$ cat src/rtl/wss_consts.svh
`ifndef WSS_CONSTS_SVH
`define WSS_CONSTS_SVH

// ----------------------------------------------------------------
// register offsets
// ----------------------------------------------------------------
`define WSS_ADDR_CTRL 8'h0c
`define WSS_ADDR_SLOT_FIRST 8'h0f
`define WSS_ADDR_SLOT_TWO 8'h10
`define WSS_ADDR_SLOT_THREE 8'h11
`define WSS_ADDR_SLOT_LAST 8'h16
`define WSS_ADDR_STATUS 8'h20

// ----------------------------------------------------------------
// field positions
// ----------------------------------------------------------------
`define WSS_CTRL_GO_BIT 0
`define WSS_SLOT_FLAG_BIT 7
`define WSS_SLOT_INDEX_MSB 6
`define WSS_STAT_BUSY_BIT 0
`define WSS_STAT_WAIT_BIT 1
`define WSS_STAT_PLAY_BIT 2
`define WSS_STAT_PTR_LSB 4

// ----------------------------------------------------------------
// reset values
// ----------------------------------------------------------------
`define WSS_SLOT_FIRST_RESET 8'h01
`define WSS_SLOT_RESET 8'h00
`define WSS_CTRL_RESET 8'h00

// ----------------------------------------------------------------
// timing
// ----------------------------------------------------------------
`define WSS_DELAY_UNIT_MS 10
`define WSS_CLK_FREQ_KHZ 50000
`define WSS_DELAY_UNIT_CYCLES (`WSS_DELAY_UNIT_MS * `WSS_CLK_FREQ_KHZ)

`endif

$ cat src/rtl/wss_pkg.sv
package wss_pkg;

  // ----------------------------------------------------------------
  // types
  // ----------------------------------------------------------------
  typedef struct packed {
    logic delayFlag;
    logic [6:0] index;
  } wss_slot_t;

  typedef struct packed {
    logic [7:0] addr;
    logic [7:0] wdata;
    logic wr;
    logic rd;
  } wss_bus_req_t;

  typedef struct packed {
    logic start;
    logic active;
    logic [6:0] index;
  } wss_wave_req_t;

  typedef enum logic [1:0] {
    WSS_IDLE  = 2'b00,
    WSS_FETCH = 2'b01,
    WSS_PLAY  = 2'b11,
    WSS_WAIT  = 2'b10
  } wss_state_t;

endpackage

$ cat src/rtl/wss_sequencer.sv
//
// Contract
// - delay flag set: idle 10 ms per count
// - delay flag clear: field is waveform identifier
// - identifier bits 6..0 index the library
// - go bit starts playback at first slot
// - after a slot, play the following slot
// - end after the eighth slot (code ends after slot NUM_SLOTS, eight by default)
// - zero identifier stops sequencer, plays nothing
//
`timescale 1ns/1ps
`include "wss_consts.svh"
module wss_sequencer #(
  parameter int NUM_SLOTS = 8,
  parameter int DELAY_UNIT_CYCLES = `WSS_DELAY_UNIT_CYCLES
) (
  // clock and reset
  input wire logic ref_clk,
  input wire logic rst_b,
  // register port
  input wire wss_pkg::wss_bus_req_t busReq,
  output logic [7:0] busRdata,
  // waveform library
  output wss_pkg::wss_wave_req_t waveReq,
  input wire logic waveDone,
  // status
  output logic seqBusy,
  output logic engineIdle
);
  import wss_pkg::*;

  // ----------------------------------------------------------------
  // parameters and checks
  // ----------------------------------------------------------------
  localparam int PTR_W = 3;
  localparam int MAX_SLOTS = 8;
  localparam logic [PTR_W-1:0] LAST_PTR = PTR_W'(NUM_SLOTS - 1);
  localparam logic [7:0] LAST_ADDR =
    `WSS_ADDR_SLOT_FIRST + 8'(NUM_SLOTS - 1);
  localparam logic [7:0] CTRL_RESET = `WSS_CTRL_RESET;

  if (int'(`WSS_ADDR_SLOT_FIRST) + MAX_SLOTS - 1 !=
      int'(`WSS_ADDR_SLOT_LAST)) begin : g_bad_map
    $error("wss_sequencer: slot map must span eight slots");
  end

  if (NUM_SLOTS < 1 || NUM_SLOTS > MAX_SLOTS) begin : g_bad_slots
    $error("wss_sequencer: NUM_SLOTS must be 1 to 8");
  end
  if (DELAY_UNIT_CYCLES < 1) begin : g_bad_delay
    $error("wss_sequencer: DELAY_UNIT_CYCLES must be positive");
  end

  // ----------------------------------------------------------------
  // address decode
  // ----------------------------------------------------------------
  function automatic logic slotHit(input logic [7:0] a);
    return (a >= `WSS_ADDR_SLOT_FIRST) && (a <= LAST_ADDR);
  endfunction

  function automatic logic [PTR_W-1:0] slotOf(input logic [7:0] a);
    logic [7:0] rel;
    rel = a - `WSS_ADDR_SLOT_FIRST;
    return rel[PTR_W-1:0];
  endfunction

  function automatic logic ctrlHit(input logic [7:0] a);
    return a == `WSS_ADDR_CTRL;
  endfunction

  function automatic logic statHit(input logic [7:0] a);
    return a == `WSS_ADDR_STATUS;
  endfunction

  function automatic logic stopSlot(input wss_slot_t s);
    return !s.delayFlag && (s.index == 7'h00);
  endfunction

  // ----------------------------------------------------------------
  // declarations
  // ----------------------------------------------------------------
  wss_slot_t slotReg [NUM_SLOTS];
  wss_slot_t slotNext [NUM_SLOTS];
  wss_slot_t curSlot;

  logic goReg;
  logic goNext;
  logic ctrlWrite;
  logic endSeq;

  wss_state_t stateReg;
  wss_state_t stateNext;
  logic [PTR_W-1:0] ptrReg;
  logic [PTR_W-1:0] ptrNext;
  logic [6:0] idxReg;
  logic [6:0] idxNext;
  logic startReg;
  logic startNext;

  logic timerStart;
  logic timerAbort;
  logic timerDone;
  logic timerBusy;

  logic [7:0] rdataReg;
  logic [7:0] rdataNext;
  logic [7:0] statusWord;

  // ----------------------------------------------------------------
  // slot registers
  // ----------------------------------------------------------------
  genvar gi;
  generate
    for (gi = 0; gi < NUM_SLOTS; gi++) begin : g_slot
      always_comb begin
        slotNext[gi] = slotReg[gi];
        if (busReq.wr && slotHit(busReq.addr) &&
            slotOf(busReq.addr) == PTR_W'(gi)) begin
          slotNext[gi] = busReq.wdata;
        end
      end

      always_ff @(posedge ref_clk or negedge rst_b) begin
        if (!rst_b) begin
          slotReg[gi] <= (gi == 0) ? `WSS_SLOT_FIRST_RESET
                                   : `WSS_SLOT_RESET;
        end else begin
          slotReg[gi] <= slotNext[gi];
        end
      end
    end
  endgenerate

  // ----------------------------------------------------------------
  // go bit
  // ----------------------------------------------------------------
  assign ctrlWrite = busReq.wr && ctrlHit(busReq.addr);

  always_comb begin
    goNext = goReg;
    if (endSeq) begin
      goNext = 1'b0;
    end
    // software write wins over the end-of-sequence clear
    if (ctrlWrite) begin
      goNext = busReq.wdata[`WSS_CTRL_GO_BIT];
    end
  end

  always_ff @(posedge ref_clk or negedge rst_b) begin
    if (!rst_b) begin
      goReg <= CTRL_RESET[`WSS_CTRL_GO_BIT];
    end else begin
      goReg <= goNext;
    end
  end

  // ----------------------------------------------------------------
  // sequencer
  // ----------------------------------------------------------------
  assign curSlot = slotReg[ptrReg];

  always_comb begin
    stateNext = stateReg;
    ptrNext = ptrReg;
    idxNext = idxReg;
    startNext = 1'b0;
    timerStart = 1'b0;
    timerAbort = 1'b0;
    endSeq = 1'b0;
    case (stateReg)
      WSS_IDLE: begin
        if (goReg) begin
          ptrNext = '0;
          stateNext = WSS_FETCH;
        end
      end
      WSS_FETCH: begin
        if (stopSlot(curSlot)) begin
          stateNext = WSS_IDLE;
          endSeq = 1'b1;
        end else if (curSlot.delayFlag) begin
          timerStart = 1'b1;
          stateNext = WSS_WAIT;
        end else begin
          idxNext = curSlot.index;
          startNext = 1'b1;
          stateNext = WSS_PLAY;
        end
      end
      WSS_PLAY: begin
        if (waveDone) begin
          if (ptrReg == LAST_PTR) begin
            stateNext = WSS_IDLE;
            endSeq = 1'b1;
          end else begin
            ptrNext = ptrReg + PTR_W'(1);
            stateNext = WSS_FETCH;
          end
        end
      end
      WSS_WAIT: begin
        if (timerDone) begin
          if (ptrReg == LAST_PTR) begin
            stateNext = WSS_IDLE;
            endSeq = 1'b1;
          end else begin
            ptrNext = ptrReg + PTR_W'(1);
            stateNext = WSS_FETCH;
          end
        end
      end
      default: begin
        stateNext = WSS_IDLE;
      end
    endcase
    // clearing the go bit aborts a running sequence
    if (!goReg && stateReg != WSS_IDLE) begin
      stateNext = WSS_IDLE;
      startNext = 1'b0;
      timerStart = 1'b0;
      timerAbort = 1'b1;
    end
  end

  always_ff @(posedge ref_clk or negedge rst_b) begin
    if (!rst_b) begin
      stateReg <= WSS_IDLE;
      ptrReg <= '0;
      idxReg <= '0;
      startReg <= 1'b0;
    end else begin
      stateReg <= stateNext;
      ptrReg <= ptrNext;
      idxReg <= idxNext;
      startReg <= startNext;
    end
  end

  // ----------------------------------------------------------------
  // delay timer
  // ----------------------------------------------------------------
  wss_delay_timer #(
    .UNIT_CYCLES(DELAY_UNIT_CYCLES),
    .UNITS_W(7)
  ) u_delay (
    .ref_clk(ref_clk),
    .rst_b(rst_b),
    .start(timerStart),
    .abort(timerAbort),
    .units(curSlot.index),
    .busy(timerBusy),
    .done(timerDone)
  );

  // ----------------------------------------------------------------
  // waveform request
  // ----------------------------------------------------------------
  always_comb begin
    waveReq.start = startReg;
    waveReq.active = (stateReg == WSS_PLAY);
    waveReq.index = idxReg;
  end

  assign seqBusy = (stateReg != WSS_IDLE);
  assign engineIdle = (stateReg == WSS_WAIT) && timerBusy;

  // ----------------------------------------------------------------
  // read path
  // ----------------------------------------------------------------
  always_comb begin
    statusWord = 8'h00;
    statusWord[`WSS_STAT_BUSY_BIT] = seqBusy;
    statusWord[`WSS_STAT_WAIT_BIT] = (stateReg == WSS_WAIT);
    statusWord[`WSS_STAT_PLAY_BIT] = (stateReg == WSS_PLAY);
    statusWord[`WSS_STAT_PTR_LSB +: PTR_W] = ptrReg;
  end

  always_comb begin
    rdataNext = 8'h00;
    if (busReq.rd) begin
      if (slotHit(busReq.addr)) begin
        rdataNext = slotReg[slotOf(busReq.addr)];
      end else if (ctrlHit(busReq.addr)) begin
        rdataNext[`WSS_CTRL_GO_BIT] = goReg;
      end else if (statHit(busReq.addr)) begin
        rdataNext = statusWord;
      end
    end
  end

  always_ff @(posedge ref_clk or negedge rst_b) begin
    if (!rst_b) begin
      rdataReg <= 8'h00;
    end else begin
      rdataReg <= rdataNext;
    end
  end

  assign busRdata = rdataReg;

endmodule

$ cat src/rtl/wss_delay_timer.sv
`timescale 1ns/1ps
module wss_delay_timer #(
  parameter int UNIT_CYCLES = 500000,
  parameter int UNITS_W = 7
) (
  // clock and reset
  input wire logic ref_clk,
  input wire logic rst_b,
  // control
  input wire logic start,
  input wire logic abort,
  input wire logic [UNITS_W-1:0] units,
  // result
  output logic busy,
  output logic done
);

  localparam int TICK_W = $clog2(UNIT_CYCLES + 1);
  localparam logic [TICK_W-1:0] TICK_LAST = TICK_W'(UNIT_CYCLES - 1);

  if (UNIT_CYCLES < 1 || UNITS_W < 1) begin : g_bad_param
    $error("wss_delay_timer: unsupported parameter value");
  end

  logic runReg;
  logic runNext;
  logic [TICK_W-1:0] tickReg;
  logic [TICK_W-1:0] tickNext;
  logic [UNITS_W-1:0] unitReg;
  logic [UNITS_W-1:0] unitNext;

  // ----------------------------------------------------------------
  // unit countdown
  // ----------------------------------------------------------------
  always_comb begin
    runNext = runReg;
    tickNext = tickReg;
    unitNext = unitReg;
    done = 1'b0;
    if (abort) begin
      runNext = 1'b0;
    end else if (start) begin
      runNext = 1'b1;
      tickNext = '0;
      unitNext = units;
    end else if (runReg) begin
      if (unitReg == '0) begin
        runNext = 1'b0;
        done = 1'b1;
      end else if (tickReg == TICK_LAST) begin
        tickNext = '0;
        unitNext = unitReg - UNITS_W'(1);
      end else begin
        tickNext = tickReg + TICK_W'(1);
      end
    end
  end

  always_ff @(posedge ref_clk or negedge rst_b) begin
    if (!rst_b) begin
      runReg <= 1'b0;
      tickReg <= '0;
      unitReg <= '0;
    end else begin
      runReg <= runNext;
      tickReg <= tickNext;
      unitReg <= unitNext;
    end
  end

  assign busy = runReg;

endmodule

$ cat config.mk
export PLATFORM = sky130hd
export DESIGN_NAME = wss_sequencer
export DESIGN_NICKNAME = d
export VERILOG_FILES = /design/src/rtl/wss_pkg.sv /design/src/rtl/wss_sequencer.sv /design/src/rtl/wss_delay_timer.sv
export VERILOG_INCLUDE_DIRS = /design/src /design/src/rtl
export SDC_FILE = /design/constraint.sdc
export NUM_CORES = 1
export LEC_CHECK = 0
export ABC_AREA = 1
export BUFFER_PORTS_ARGS = -buffer_cell sky130_fd_sc_hd__buf_2
export CAP_MARGIN = 20
export CORE_MARGIN = 1
export CORE_UTILIZATION = 50
export CTS_BUF_LIST = sky130_fd_sc_hd__clkbuf_8
export CTS_CLUSTER_DIAMETER = 120
export CTS_CLUSTER_SIZE = 8
export DETAILED_ROUTE_END_ITERATION = 10
export HOLD_SLACK_MARGIN = 0.06
export PLACE_DENSITY = 0.81
export SKIP_CTS_REPAIR_TIMING = 1
export SLEW_MARGIN = 40
export SYNTH_ARGS = -nofsm -noshare
export SYNTH_HDL_FRONTEND = slang
export SYNTH_SLANG_ARGS = --single-unit
$ cat constraint.sdc
create_clock -name ref_clk -period 1.9 [get_ports ref_clk]
set_input_delay 0.285 -clock ref_clk [delete_from_list [all_inputs] [get_ports ref_clk]]
set_output_delay 0.285 -clock ref_clk [all_outputs]
set_load 0.02 [all_outputs]
==> flow_metrics.tcl, run 1 <==
set metrics [dict create \
    path_cells "buf_12 > ha_1 > ha_1 > inv_1 > o21ai_1 > a21oi_2 > nand3_4 > o21ai_1" \
    die_w_um 114.9 \
    clock.fmax_ghz 0.5408 \
    ioPinCount 40 \
    worstMarginPinSlew_ps 506.9 \
    fp.dieArea_um2 13200 \
    dr.pass1.iters 5 \
    drc_errors 0 \
    fin_crit_ps 1849 \
    ant_nets 0 \
    yosys-top-cells-area "dfrtp_1, nand2_1, o21ai_0" \
    track_usage_pct 27.39 \
    synth_cell_types 38 \
    period_share_pct 97.33 \
    drv_cap 0 \
    cp-end-kind "register" \
    yosys_register_bits 113 \
    synth_compound_area_share_pct 16.71 \
    setup_tns_ps 0 \
    hold_path_class "input port to register" \
    rr_endpoint "ptrReg[0]" \
    path_max_fanout 16 \
    synth_top_family_by_area "simple AND/OR/NAND/NOR gates" \
    yosysSeqAreaShare_pct 44.39 \
    regArea_um2 2831 \
    synth-xor-area-share_pct 1.649 \
    crit_type "register to register" \
    min_to "goReg" \
    cts_buffer_depth 2 \
    irDropWorstVdd_mv 0.9535 \
    start_util_pct 52.19 \
    cts.clk_slew.worst_paths_ps 70 \
    synth_area_um2 6374 \
    drive_gt1_share_pct 17.43 \
    pre_cts_slack_ps -20.21 \
    grt_pass1_wl_mm 27.39 \
    yosys.area_share.simple_pct 25.54 \
    startpoint_type "register" \
    antenna_cells 0 \
    p_per_area_nw_per_um2 739.7 \
    core_um2 12210 \
    r2r-start "ptrReg[0]" \
    finalHoldViolations 0 \
    hold_start "busReq[2]" \
    routed_wl_mm 17.41 \
    synth_top_area_cell "dfrtp_1" \
    reg2reg_slack_ps 50 \
    cts_tree "yes" \
    area_growth_pct 20.06 \
    timing.final.ws_setup_ps 50.77 \
    rr_worst_depth 8 \
    dieHeight_um 114.9 \
    viasPerCell 5.451 \
    synth.area.mux_share_pct 0 \
    nets 976 \
    status "finished, final reports clean" \
    critical_path_required_ps 2250 \
    dp.final_hpwl_mm 12.13 \
    fillers 1088 \
    p_leak_nw 3.589 \
    grt_pass1_vias 5592 \
    cts_root_buf "clkbuf_8" \
    whs_path_depth 3 \
    rsz0062_at_grt "yes" \
    synth_edf_count 0 \
    synth_top_area_share_pct 43.97 \
    clk_latency_ps 450 \
    netlist_instances 865 \
    synth_fp_nets 896 \
    drv_slew 0 \
    htreeDepth 4 \
    multi_input_area_um2 3014 \
    numCtsBuffers 17 \
    drt_iter0_markers 566 \
    grt_max_degree 58 \
    avgRoutedWirePerCell_um 15.46 \
    skew_ps 12.44 \
    setup_viol 0 \
    numClockSinks 113 \
    grt_antenna_before_repair 0 \
    routed-via-count 6138 \
    slowest_stage "dfrtp_2" \
    ys_warn_count 0 \
    rows 40 \
    slowest_delay_ps 460 \
    timing.slew.headroom_pct 66.21 \
    overflow 0 \
    gp_congestion 0.9274 \
    port_buffers 39 \
    synth_flop_cell "dfrtp_1" \
    syn_area_per_cell_um2 7.368 \
    postSynth.asyncResetShare_pct 100.0 \
    critical_path_arrival_ps 2200 \
    synthAdderAreaFrac_pct 1.963 \
]
-- through the flow --
step	hold WS (ps)	util (%)	total power [mW]	cell area, um^2	instances
2_1_floorplan	-10.59	-	2.883	6384	865
3_3_place_gp	257.8	57.40	3.115	7009	1087
5_1_grt	65.34	62.66	5.907	7652	1126
3_5_place_dp	253.3	57.40	3.126	7009	1087
4_1_cts	-231.5	61.08	5.653	7458	1119
6_report	87.40	62.66	5.660	7652	1126
-- how the worst max path moves through the flow --
stage / start / endpoint / slack [ps] / cells past startpoint
3_5_place_dp: ptrReg[0] / stateReg[0] / -20 / 12
5_1_grt: ptrReg[0] / stateReg[0] / -40 / 13
3_3_place_gp: ptrReg[1] / stateReg[0] / 8 / 12
6_report: ptrReg[0] / ptrReg[0] / 50 / 8
2_1_floorplan: busReq[10] / busRdata[1] / 50 / 11
4_1_cts: ptrReg[1] / stateReg[0] / -80 / 12
-- sequential cells by signal, indices dropped and copies added, names as in the netlist --
signal / cells
busRdata: 8
stateReg: 2
goReg: 1
u_delay.tickReg: 19
u_delay.busy: 1
startReg: 1
idxReg: 7
ptrReg: 3
u_delay.unitReg: 7
slotReg: 64
-- layer usage --
layer	global-route usage [%]	vias to the layer above	share of wire (%)
met5	0	-	0
met4	9.351	0	2.7
met3	8.751	44	7.2
met2	44.62	232	47
met1	34.40	2886	43
li1	-	2976	-
-- cells in the mapped netlist, types with 5 or more instances --
library cell / instances
buf_4: 5
buf_2: 11
inv_1: 98
nor2_1: 69
dfrtp_1: 112
buf_6: 6
nand4_1: 13
a21oi_1: 41
nand2_1: 221
ha_1: 10
clkbuf_1: 17
o211ai_1: 6
xor2_1: 9
nor3_1: 11
a31oi_1: 5
o21ai_0: 126
o21ai_1: 10
nand3_1: 54
-- final cells by class --
| type | instances | area share [%] |
|---|---|---|
| clock inverter | 11 | 2.093 |
| tap | 168 | 2.747 |
| inverter | 104 | 5.183 |
| multi-input combinational | 608 | 39.39 |
| clock buffer | 21 | 3.777 |
| sequential | 113 | 37.00 |
| timing repair buffer | 101 | 9.810 |
-- cells by family after synthesis --
| group | after synthesis |
|---|---|
| flops | 113 |
| xor+xnor | 12 |
| buf+inv | 145 |
| compound gates | 200 |
| fa+ha+maj | 10 |
| simple gates | 385 |
-- layout by cell type, fill, tap and decap left out, types with 4 or more instances in the layout --
| cell type | instances |
|---|---|
| a21oi_1 | 39 |
| a31oi_1 | 5 |
| buf_12 | 4 |
| buf_2 | 37 |
| buf_4 | 55 |
| bufinv_16 | 4 |
| clkbuf_8 | 21 |
| dfrtp_1 | 110 |
| ha_1 | 10 |
| inv_1 | 100 |
| nand2_1 | 215 |
| nand2_2 | 8 |
| nand3_1 | 51 |
| nand4_1 | 13 |
| nor2_1 | 64 |
| nor3_1 | 11 |
| o211ai_1 | 6 |
| o21ai_0 | 124 |
| o21ai_1 | 12 |
| xor2_1 | 9 |
-- where the power goes --
part / switching [mW] / leakage, nW / internal, mW / total (mW)
Sequential: 0.0559 / 1.56 / 2.48 / 2.54
Combinational: 0.376 / 1.80 / 0.211 / 0.587
Clock: 0.979 / 0.226 / 1.55 / 2.53
-- critical path, delay by kind of cell, from the launching register on --
kind,cells,cell delay (ps)
compound gates,3,500
flops,1,460
fa+ha+maj,2,400
buf+inv,2,250
simple gates,1,130
No activity file was read; power rests on OpenSTA's default activity.
==> run 2: changes to the inputs <==
--- a/config.mk
+++ b/config.mk
@@ -7,7 +7,6 @@
 export NUM_CORES = 1
 export LEC_CHECK = 0
 export ABC_AREA = 1
-export BUFFER_PORTS_ARGS = -buffer_cell sky130_fd_sc_hd__buf_2
 export CAP_MARGIN = 20
 export CORE_MARGIN = 1
 export CORE_UTILIZATION = 50
@@ -15,8 +14,9 @@
 export CTS_CLUSTER_DIAMETER = 120
 export CTS_CLUSTER_SIZE = 8
 export DETAILED_ROUTE_END_ITERATION = 10
+export DONT_BUFFER_PORTS = 1
 export HOLD_SLACK_MARGIN = 0.06
-export PLACE_DENSITY = 0.81
+export PLACE_DENSITY = 0.79
 export SKIP_CTS_REPAIR_TIMING = 1
 export SLEW_MARGIN = 40
 export SYNTH_ARGS = -nofsm -noshare
==> run 2 against run 1 <==
  * The flow now finishes with violations (design-rule violations, negative hold slack)
  * Register-to-register slack gained 20 ps
  * Routed wire length is essentially flat
  * Sequential share of layout area grew 1.4 points
  * Largest power group unchanged
  * Critical endpoint is now ptrReg[2]
==> flow_metrics.tcl, run 2 (synthesis results as in run 1) <==
set metrics [dict create \
    status "complete, but fails checks" \
    violations "design-rule violations, negative hold slack" \
    hold_path_class "input port to async pin" \
    ant_nets 0 \
    cts.clk_slew.worst_paths_ps 80 \
    area_growth_pct 15.76 \
    die_w_um 114.9 \
    final_cell_mix "nand2_1, o21ai_0, dfrtp_1" \
    grt_max_degree 114 \
    p_leak_nw 3.328 \
    slowest_delay_ps 410 \
    clk_latency_ps 450 \
    avgRoutedWirePerCell_um 16.23 \
    path_max_fanout 6 \
    cts_buffer_depth 2 \
    multi_input_area_um2 3050 \
    critPathTopFamily "flip-flops" \
    rsz0062_at_grt "yes" \
    antenna_cells 0 \
    worstMarginPinSlew_ps 544.1 \
    cp-end-kind "register" \
    numClockSinks 113 \
    setup_viol 0 \
    drv_slew 0 \
    drv_cap 0 \
    overflow 0 \
    skew_ps 15.71 \
    grt_pass1_wl_mm 27.30 \
    drt_iter0_markers 893 \
    holdWs_ps -481.2 \
    drive_gt1_share_pct 12.94 \
    path_cells "buf_4 > buf_4 > ha_1 > ha_1 > inv_1 > o21ai_1 > a21oi_2 > nand3_4 > nand2_1 > o21ai_1" \
    fillers 1074 \
    period_share_pct 96.30 \
    cts_tree "yes" \
    clock.fmax_ghz 0.5465 \
    track_usage_pct 27.20 \
    dp.final_hpwl_mm 11.35 \
    p_per_area_nw_per_um2 745.3 \
    dr.pass1.iters 9 \
    largest-register "slotReg" \
    rows 40 \
    htreeDepth 4 \
    grt_antenna_before_repair 0 \
    ioPinCount 40 \
    core_um2 12210 \
    viasPerCell 5.620 \
    dieHeight_um 114.9 \
    mostFrequentLayoutCell "nand2_1" \
    numCtsBuffers 17 \
    grt_pass1_vias 5487 \
    timing.slew.headroom_pct 63.39 \
    total_power_mw 5.499 \
    crit_type "register to register" \
    final_cells 1072 \
    routed_wl_mm 17.40 \
    crit_buf_inv 3 \
    fp.dieArea_um2 13200 \
    cts_root_buf "clkbuf_8" \
    drc_errors 2 \
    gp_congestion 0.8889 \
    irDropWorstVdd_mv 0.4844 \
    fin_crit_ps 1830 \
    largest_reg_flops 64 \
    finalHoldViolations 113 \
    nets 923 \
    routed-via-count 6025 \
    critical_path_required_ps 2240 \
    startpoint_type "register" \
    start_util_pct 52.19 \
    critical_path_arrival_ps 2170 \
    regArea_um2 2830 \
    port_buffers 0 \
    slowest_stage "dfrtp_1" \
    dp.cells 1032 \
]
==> run 2: stage by stage <==
stage                     setup slack [ps]  utilization [%]  setup TNS, ps  instance area (um^2)
after floorplan                      49.58                -              0                  6384
after global placement               9.288            54.80              0                  6691
after detailed placement            -44.78            54.80         -53.21                  6691
after CTS                           -56.43            58.34         -198.2                  7124
after global routing                -69.69            60.42         -402.0                  7378
final                                70.32            60.42              0                  7378
==> run 2: metal layers <==
| metal | GRT usage (%) | up-vias | part of all wire [%] |
|---|---|---|---|
| met2 | 42.93 | 293 | 46 |
| met4 | 11.95 | 0 | 2.4 |
| li1 | - | 2879 | - |
| met5 | 0 | - | 0 |
| met1 | 35.38 | 2817 | 42 |
| met3 | 7.011 | 36 | 9.0 |
==> run 2: worst paths after layout <==
| kind | startpoint | slack, ps | depth (start not counted) | endpoint |
|---|---|---|---|---|
| max | ptrReg[0] | 70 | 10 | ptrReg[2] |
| min | rst_b | -480 | 0 | goReg |
| max reg2reg | ptrReg[0] | 70 | 10 | ptrReg[2] |
| min reg2reg | slotReg[9] | 490 | 2 | slotReg[9] |
| max in group asynchronous | rst_b | 2190 | 0 | slotReg[56] |
| min in group ref_clk | busReq[10] | 110 | 3 | busRdata[6] |
==> run 2: report_power, final <==
group | switching, mW | total, mW | internal, mW
combinational | 0.284 | 0.456 | 0.171
clock | 1.04 | 2.50 | 1.45
sequential | 0.0644 | 2.55 | 2.48
==> run 2: area by class of cell <==
type,instances,area share [%]
multi-input cells,607,41.34
flip-flops and latches,113,38.36
repair buffers,49,6.139
inverters,104,5.443
clock buffers,18,3.358
well taps,168,2.849
clock inverters,13,2.510
